### config.mk
export PLATFORM = sky130hd
export DESIGN_NAME = arm_trigger_event_status
export DESIGN_NICKNAME = d
export VERILOG_FILES = /design/src/hw/status_pkg.sv /design/src/hw/status_set.sv /design/src/hw/arm_trigger_event_status.sv
export SDC_FILE = /design/constraint.sdc
export NUM_CORES = 1
export LEC_CHECK = 0
export CAP_MARGIN = 10
export CORE_MARGIN = 4
export CORE_UTILIZATION = 65
export CTS_BUF_LIST = sky130_fd_sc_hd__clkbuf_8
export DETAILED_ROUTE_END_ITERATION = 16
export DONT_BUFFER_PORTS = 1
export GPL_TIMING_DRIVEN = 0
export PLACE_DENSITY = 0.86
export SLEW_MARGIN = 40
export SYNTH_ARGS = -nofsm -noshare
export SYNTH_HDL_FRONTEND = slang
export SYNTH_HIERARCHICAL = 1
export SYNTH_SLANG_ARGS = --single-unit
export TNS_END_PERCENT = 5
### constraint.sdc
create_clock -name clk -period 1.8 [get_ports clk]
set_input_delay 0.18 -clock clk [delete_from_list [all_inputs] [get_ports clk]]
set_output_delay 0.18 -clock clk [all_outputs]
set_load 0.02 [all_outputs]
### src/hw/status_pkg.sv
// constants shared by the sequence and trigger status logic
package status_pkg;
	localparam int                STAT_W            = 16;
	// register selectors on the command port
	localparam logic [3:0]        SEL_SEQ_COND      = 4'h0;
	localparam logic [3:0]        SEL_SEQ_RISE      = 4'h1;
	localparam logic [3:0]        SEL_SEQ_FALL      = 4'h2;
	localparam logic [3:0]        SEL_SEQ_EVENT     = 4'h3;
	localparam logic [3:0]        SEL_SEQ_MASK      = 4'h4;
	localparam logic [3:0]        SEL_TRIG_COND     = 4'h5;
	localparam logic [3:0]        SEL_TRIG_RISE     = 4'h6;
	localparam logic [3:0]        SEL_TRIG_FALL     = 4'h7;
	localparam logic [3:0]        SEL_TRIG_EVENT    = 4'h8;
	localparam logic [3:0]        SEL_TRIG_MASK     = 4'h9;
	// used bits of each set
	localparam logic [15:0]       SEQ_USED          = 16'h0006;
	localparam logic [15:0]       TRIG_USED         = 16'h0002;
	localparam int                ARM_LAYER_BIT     = 1;
	localparam int                SCAN_LAYER_BIT    = 2;
	localparam int                MEASURE_LAYER_BIT = 1;
	// reset values
	localparam logic [15:0]       RISE_RESET        = 16'hffff;
	localparam logic [15:0]       FALL_RESET        = 16'h0000;
	localparam logic [15:0]       MASK_RESET        = 16'h0000;
	localparam logic [15:0]       EVENT_RESET       = 16'h0000;
endpackage : status_pkg

### src/hw/status_set.sv
// one condition / transition filter / event latch / enable mask set
`timescale 1ns/1ps
module status_set
	import status_pkg::*;
#(
	parameter logic [15:0] USED = 16'hffff
) (
	input  wire logic        clk,
	input  wire logic        rst,
	input  wire logic [15:0] cond,
	input  wire logic        wr_rise,
	input  wire logic        wr_fall,
	input  wire logic        wr_mask,
	input  wire logic [15:0] wdata,
	input  wire logic        ev_clear,
	input  wire logic        preset,
	output logic      [15:0] cond_q,
	output logic      [15:0] rise_q,
	output logic      [15:0] fall_q,
	output logic      [15:0] event_q,
	output logic      [15:0] mask_q,
	output logic             summary
);
	logic [15:0] cond_r, rise_r, fall_r, event_r, mask_r;
	logic [15:0] rise_nxt, fall_nxt, event_nxt, mask_nxt, hit;

	always_comb begin
		hit       = USED & ((~cond_r & cond & rise_r) | (cond_r & ~cond & fall_r)); // RULE_06 RULE_07 RULE_16
		rise_nxt  = preset ? RISE_RESET : (wr_rise ? wdata : rise_r); // RULE_09
		fall_nxt  = preset ? FALL_RESET : (wr_fall ? wdata : fall_r); // RULE_09
		mask_nxt  = wr_mask ? wdata : mask_r; // RULE_03 RULE_14
		// a new edge in the clearing cycle survives the clear
		event_nxt = (ev_clear ? EVENT_RESET : event_r) | hit; // RULE_01 RULE_10 RULE_12
	end

	always_ff @(posedge clk) begin
		if (rst) begin
			cond_r  <= 16'h0000;
			rise_r  <= RISE_RESET;
			fall_r  <= FALL_RESET;
			event_r <= EVENT_RESET;
			mask_r  <= MASK_RESET;
		end else begin
			cond_r  <= cond;
			rise_r  <= rise_nxt;
			fall_r  <= fall_nxt;
			event_r <= event_nxt;
			mask_r  <= mask_nxt;
		end
	end

	assign cond_q  = cond_r & USED; // RULE_17
	assign rise_q  = rise_r & USED;
	assign fall_q  = fall_r & USED;
	assign event_q = event_r;
	assign mask_q  = mask_r & USED;
	assign summary = |(event_r & mask_r & USED); // RULE_02 RULE_11 RULE_13 RULE_17
endmodule : status_set

### src/hw/arm_trigger_event_status.sv
// sequence and trigger status register sets with summary outputs
//////////////////////////////////////////////////////////////////////////////
// How it works
// RULE_01 - sequence event latch clears on reset, clear-status, and its own read
// RULE_02 - masked OR of sequence events drives arm-condition bit B1
// RULE_03 - sequence mask is read/write, reads harmless, resets to zero
// RULE_04 - trigger set is 16 bits wide with only bit B1 in use
// RULE_05 - trigger condition is read-only live copy of measure-layer state in B1
// RULE_06 - rising filter bit lets a 0-to-1 condition change set the event
// RULE_07 - falling filter bit lets a 1-to-0 change set it; both may be on
// RULE_08 - trigger filter reads never change the filters
// RULE_09 - reset or preset sets rising filters to all ones, falling to zero
// RULE_10 - trigger event bits latch until cleared; software only reads them
// RULE_11 - masked OR of trigger events drives operation-condition bit B5
// RULE_12 - trigger event latch clears on reset, clear-status, and its own read
// RULE_13 - mask bit B1 zero blocks the trigger summary, one passes it
// RULE_14 - trigger mask is read/write, reads harmless, resets to zero
// RULE_15 - sequence bit B1 reports arm layer, bit B2 reports scan layer
// RULE_16 - sequence events come from their own edge filters, then latch
// RULE_17 - unused bits read zero and never reach a summary
//////////////////////////////////////////////////////////////////////////////
`timescale 1ns/1ps
module arm_trigger_event_status
	import status_pkg::*;
(
	input  wire logic        clk,
	input  wire logic        rst,
	input  wire logic        in_arm_layer,
	input  wire logic        in_scan_layer,
	input  wire logic        measure_layer_flag,
	input  wire logic        reg_wr,
	input  wire logic        reg_rd,
	input  wire logic [3:0]  reg_sel,
	input  wire logic [15:0] reg_wdata,
	input  wire logic        clear_status,
	input  wire logic        status_preset,
	output logic      [15:0] reg_rdata,
	output logic             reg_rvalid,
	output logic             arm_cond_b1,
	output logic             oper_cond_b5
);
	// layer flags come from the sequencer, possibly another domain
	logic [2:0] lay_s1_r, lay_s2_r;
	always_ff @(posedge clk) begin
		if (rst) begin
			lay_s1_r <= 3'h0;
			lay_s2_r <= 3'h0;
		end else begin
			lay_s1_r <= {measure_layer_flag, in_scan_layer, in_arm_layer};
			lay_s2_r <= lay_s1_r;
		end
	end

	logic [15:0] seq_cond, trig_cond;
	always_comb begin
		seq_cond                    = 16'h0000;
		seq_cond[ARM_LAYER_BIT]     = lay_s2_r[0]; // RULE_15
		seq_cond[SCAN_LAYER_BIT]    = lay_s2_r[1]; // RULE_15
		trig_cond                   = 16'h0000;
		trig_cond[MEASURE_LAYER_BIT] = lay_s2_r[2]; // RULE_04 RULE_05
	end

	//////////////////////////////////////////////////////////////////////////
	logic wr_en, rd_en;
	assign wr_en = reg_wr & ~reg_rd;
	assign rd_en = reg_rd;

	// destructive reads decoded once, shared by the checks below
	logic rd_seq_ev, rd_trig_ev;
	assign rd_seq_ev  = rd_en && reg_sel == SEL_SEQ_EVENT;
	assign rd_trig_ev = rd_en && reg_sel == SEL_TRIG_EVENT;

	logic [15:0] sc_q, sr_q, sf_q, se_q, sm_q, tc_q, tr_q, tf_q, te_q, tm_q;
	logic        seq_sum, trig_sum;

	status_set #(.USED(SEQ_USED)) seq_set (
		.clk      (clk),
		.rst      (rst),
		.cond     (seq_cond),
		.wr_rise  (wr_en && reg_sel == SEL_SEQ_RISE),
		.wr_fall  (wr_en && reg_sel == SEL_SEQ_FALL),
		.wr_mask  (wr_en && reg_sel == SEL_SEQ_MASK), // RULE_03
		.wdata    (reg_wdata),
		.ev_clear (clear_status | (rd_en && reg_sel == SEL_SEQ_EVENT)), // RULE_01
		.preset   (status_preset),
		.cond_q   (sc_q),
		.rise_q   (sr_q),
		.fall_q   (sf_q),
		.event_q  (se_q),
		.mask_q   (sm_q),
		.summary  (seq_sum)
	);

	status_set #(.USED(TRIG_USED)) trig_set (
		.clk      (clk),
		.rst      (rst),
		.cond     (trig_cond),
		.wr_rise  (wr_en && reg_sel == SEL_TRIG_RISE),
		.wr_fall  (wr_en && reg_sel == SEL_TRIG_FALL),
		.wr_mask  (wr_en && reg_sel == SEL_TRIG_MASK), // RULE_14
		.wdata    (reg_wdata),
		.ev_clear (clear_status | (rd_en && reg_sel == SEL_TRIG_EVENT)), // RULE_12
		.preset   (status_preset),
		.cond_q   (tc_q),
		.rise_q   (tr_q),
		.fall_q   (tf_q),
		.event_q  (te_q),
		.mask_q   (tm_q),
		.summary  (trig_sum)
	);

	//////////////////////////////////////////////////////////////////////////
	// read data registered so a destructive read returns the pre-clear value
	logic [15:0] rdata_r, rdata_nxt;
	logic        rvalid_r, rvalid_nxt, arm_r, arm_nxt, op_r, op_nxt;

	always_comb begin
		rvalid_nxt = rd_en;
		rdata_nxt  = rdata_r;
		if (rd_en) begin
			case (reg_sel)
				SEL_SEQ_COND:   rdata_nxt = sc_q;
				SEL_SEQ_RISE:   rdata_nxt = sr_q;
				SEL_SEQ_FALL:   rdata_nxt = sf_q;
				SEL_SEQ_EVENT:  rdata_nxt = se_q;
				SEL_SEQ_MASK:   rdata_nxt = sm_q;
				SEL_TRIG_COND:  rdata_nxt = tc_q; // RULE_05
				SEL_TRIG_RISE:  rdata_nxt = tr_q; // RULE_08
				SEL_TRIG_FALL:  rdata_nxt = tf_q; // RULE_08
				SEL_TRIG_EVENT: rdata_nxt = te_q; // RULE_10
				SEL_TRIG_MASK:  rdata_nxt = tm_q;
				default:        rdata_nxt = 16'h0000; // RULE_17
			endcase
		end
		arm_nxt = seq_sum; // RULE_02
		op_nxt  = trig_sum; // RULE_11
	end

	always_ff @(posedge clk) begin
		if (rst) begin
			rdata_r  <= 16'h0000;
			rvalid_r <= 1'b0;
			arm_r    <= 1'b0;
			op_r     <= 1'b0;
		end else begin
			rdata_r  <= rdata_nxt;
			rvalid_r <= rvalid_nxt;
			arm_r    <= arm_nxt;
			op_r     <= op_nxt;
		end
	end

	assign reg_rdata    = rdata_r;
	assign reg_rvalid   = rvalid_r;
	assign arm_cond_b1  = arm_r;
	assign oper_cond_b5 = op_r;
endmodule : arm_trigger_event_status

==> impl_metrics.tcl <==
set metrics [dict create \
    portBuffers 0 \
    clk_latency_ps 300 \
    hold_path_class "input pin to flip-flop" \
    post_dp_cell_area_um2 4761 \
    gp_congestion 0.8338 \
    critPathCaptureType "flip-flop" \
    cts_buffers 5 \
    dieWidth_um 87.72 \
    hold-worst-slack_ps 18.35 \
    vias 3419 \
    avgSynthCellArea_um2 8.750 \
    io_pins 48 \
    overflow 0 \
    cts_tree "yes" \
    core-area_um2 6026 \
    fin_skew_ps 9.777 \
    avgRoutedWirePerCell_um 13.66 \
    viasPerCell 4.877 \
    track_usage_pct 26.11 \
    yosysWarningCount 6 \
    areaGrowthSynthToFinish_pct 18.60 \
    status "complete, no violations" \
    postRouteAntennaNets 0 \
    finalInstanceArea_um2 4898 \
    cap_violations 0 \
    crit_slowest_cell "nor4b_2" \
    antenna_found_initial 0 \
    cp_cell_sequence "buf_6 > or3b_1 > buf_6 > buf_6 > nor4b_2 > mux2i_1 > nor2_1" \
    peakVddDrop_uv 422.4 \
    fp.dieArea_um2 7694 \
    cts_buffer_depth 2 \
    drc 0 \
    grt_setup_unrepaired "false" \
    initial_core_util_pct 68.54 \
    cp-start-kind "input pin" \
    preCtsSetupSlack_ps -7.590 \
    drt-total-wl_mm 9.574 \
    fin_nets 654 \
    fin_crit_ps 1515 \
    cts_root_buf "clkbuf_8" \
    clock_sinks 40 \
    cp_max_fo 10 \
    syn_area_um2 4130 \
    cts_setup_buffers 0 \
    crit_path_frequent_cell "buf_6" \
    worst_slack_ps 285.0 \
    maxSlewHeadroom_pct 52.73 \
    clk_transition_reported_paths_ps 80 \
    slowest_delay_ps 400 \
    hold_violations 0 \
    crit_type "input pin to flip-flop" \
    fin_crit_sh_pct 84.17 \
    first_pass_iters 5 \
    worst_pin_slew_ps 709.0 \
    synth_cells 472 \
    max_clock_freq_mhz 660.1 \
    p_per_area_nw_per_um2 493.6 \
    setup_viol 0 \
    drv_slew 0 \
    grt_max_degree 13 \
    worstPathRequired_ps 1990 \
    grt_pass1_vias 3344 \
    grt_pass1_wl_mm 15.59 \
    num_rows 28 \
    cts_htree_levels 2 \
    antenna_cells 0 \
    worstPathArrival_ps 1700 \
    die_h_um 87.72 \
    first_iter_violations 241 \
    p_leak_nw 2.387 \
    dp_hpwl_mm 7.202 \
    fin_setup_tns_ps 0 \
    drive_above_1_share_pct 34.50 \
]
==> final cells by class <==
type / instances / area (um^2)
inverters: 5 / 18.77
flip-flops and latches: 40 / 800.8
well taps: 75 / 93.84
clock inverters: 3 / 38.79
clock buffers: 5 / 68.82
repair buffers: 3 / 30.03
plain buffers: 174 / 1297
multi-input cells: 396 / 2550
fillers: 435 / 1127
==> path summary, 6_finish.rpt <==
path | start | endpoint | slack [ps] | cells past startpoint
max | reg_sel[0] | seq_set/mask_r[1] | 290 | 7
min | reg_wdata[1] | trig_set/rise_r[1] | 20 | 2
max reg2reg | seq_set/rise_r[2] | reg_rdata[2] | 470 | 3
min reg2reg | lay_s1_r[2] | lay_s2_r[2] | 450 | 1
==> report_power, final <==
part | total, W | switching (W) | internal (W)
registers | 0.000947 | 0.0000370 | 0.000910
logic | 0.000726 | 0.000324 | 0.000402
clock network | 0.000745 | 0.000338 | 0.000407
==> sequential cells by signal, indices dropped and copies added (netlist names) <==
signal,flops
oper_cond_b5,1
lay_s1_r,3
seq_set/event_q,2
trig_set/event_q,1
reg_rvalid,1
reg_rdata,16
seq_set/fall_r,2
trig_set/cond_r,1
arm_cond_b1,1
trig_set/fall_r,1
seq_set/rise_r,2
trig_set/rise_r,1
lay_s2_r,3
seq_set/cond_r,2
seq_set/mask_r,2
trig_set/mask_r,1
==> placed cells by master (no fill, tap or decap), types with 6 or more instances in the layout <==
master	n
mux2_2	10
buf_6	10
dfxtp_1	40
nor2_1	18
a21oi_1	13
mux2i_1	33
buf_4	148
a22oi_1	19
a31oi_1	6
nand2_1	28
mux4_2	6
nor2b_1	17
buf_2	11
o22ai_1	7
nand3b_1	8
conb_1	145
==> stage by stage <==
stage	util [%]	std cells	total power (W)
final	81.29	701	0.002418
after global routing	81.29	701	0.002530
after CTS	81.13	700	0.002372
after detailed placement	79.01	690	0.001641
after global placement	79.01	690	0.001634
after floorplan	-	615	0.001567
==> worst max-delay path, delay by kind of cell <==
family	cells	cell delay, ps
buffers and inverters	3	440
AND/OR/NAND/NOR	3	830
multiplexers	1	240
==> repair_timing <==
action / 4_1_cts / 5_1_grt
hold endpoints to repair: 11 / 1
gates resized for setup: 0 / 0
hold buffers: 2 / 1
==> per-layer routing <==
layer | up-vias | wire length, um | share of wire [%] | global-route usage (%)
met5 | - | 35 | 0.37 | 3.896
met4 | 2 | 244 | 2.5 | 9.344
met3 | 32 | 553 | 5.8 | 4.798
met2 | 109 | 4689 | 49 | 46.10
met1 | 1570 | 4051 | 42 | 31.21
li1 | 1706 | - | - | -
Note: power is estimated with default switching activity, not from simulation.
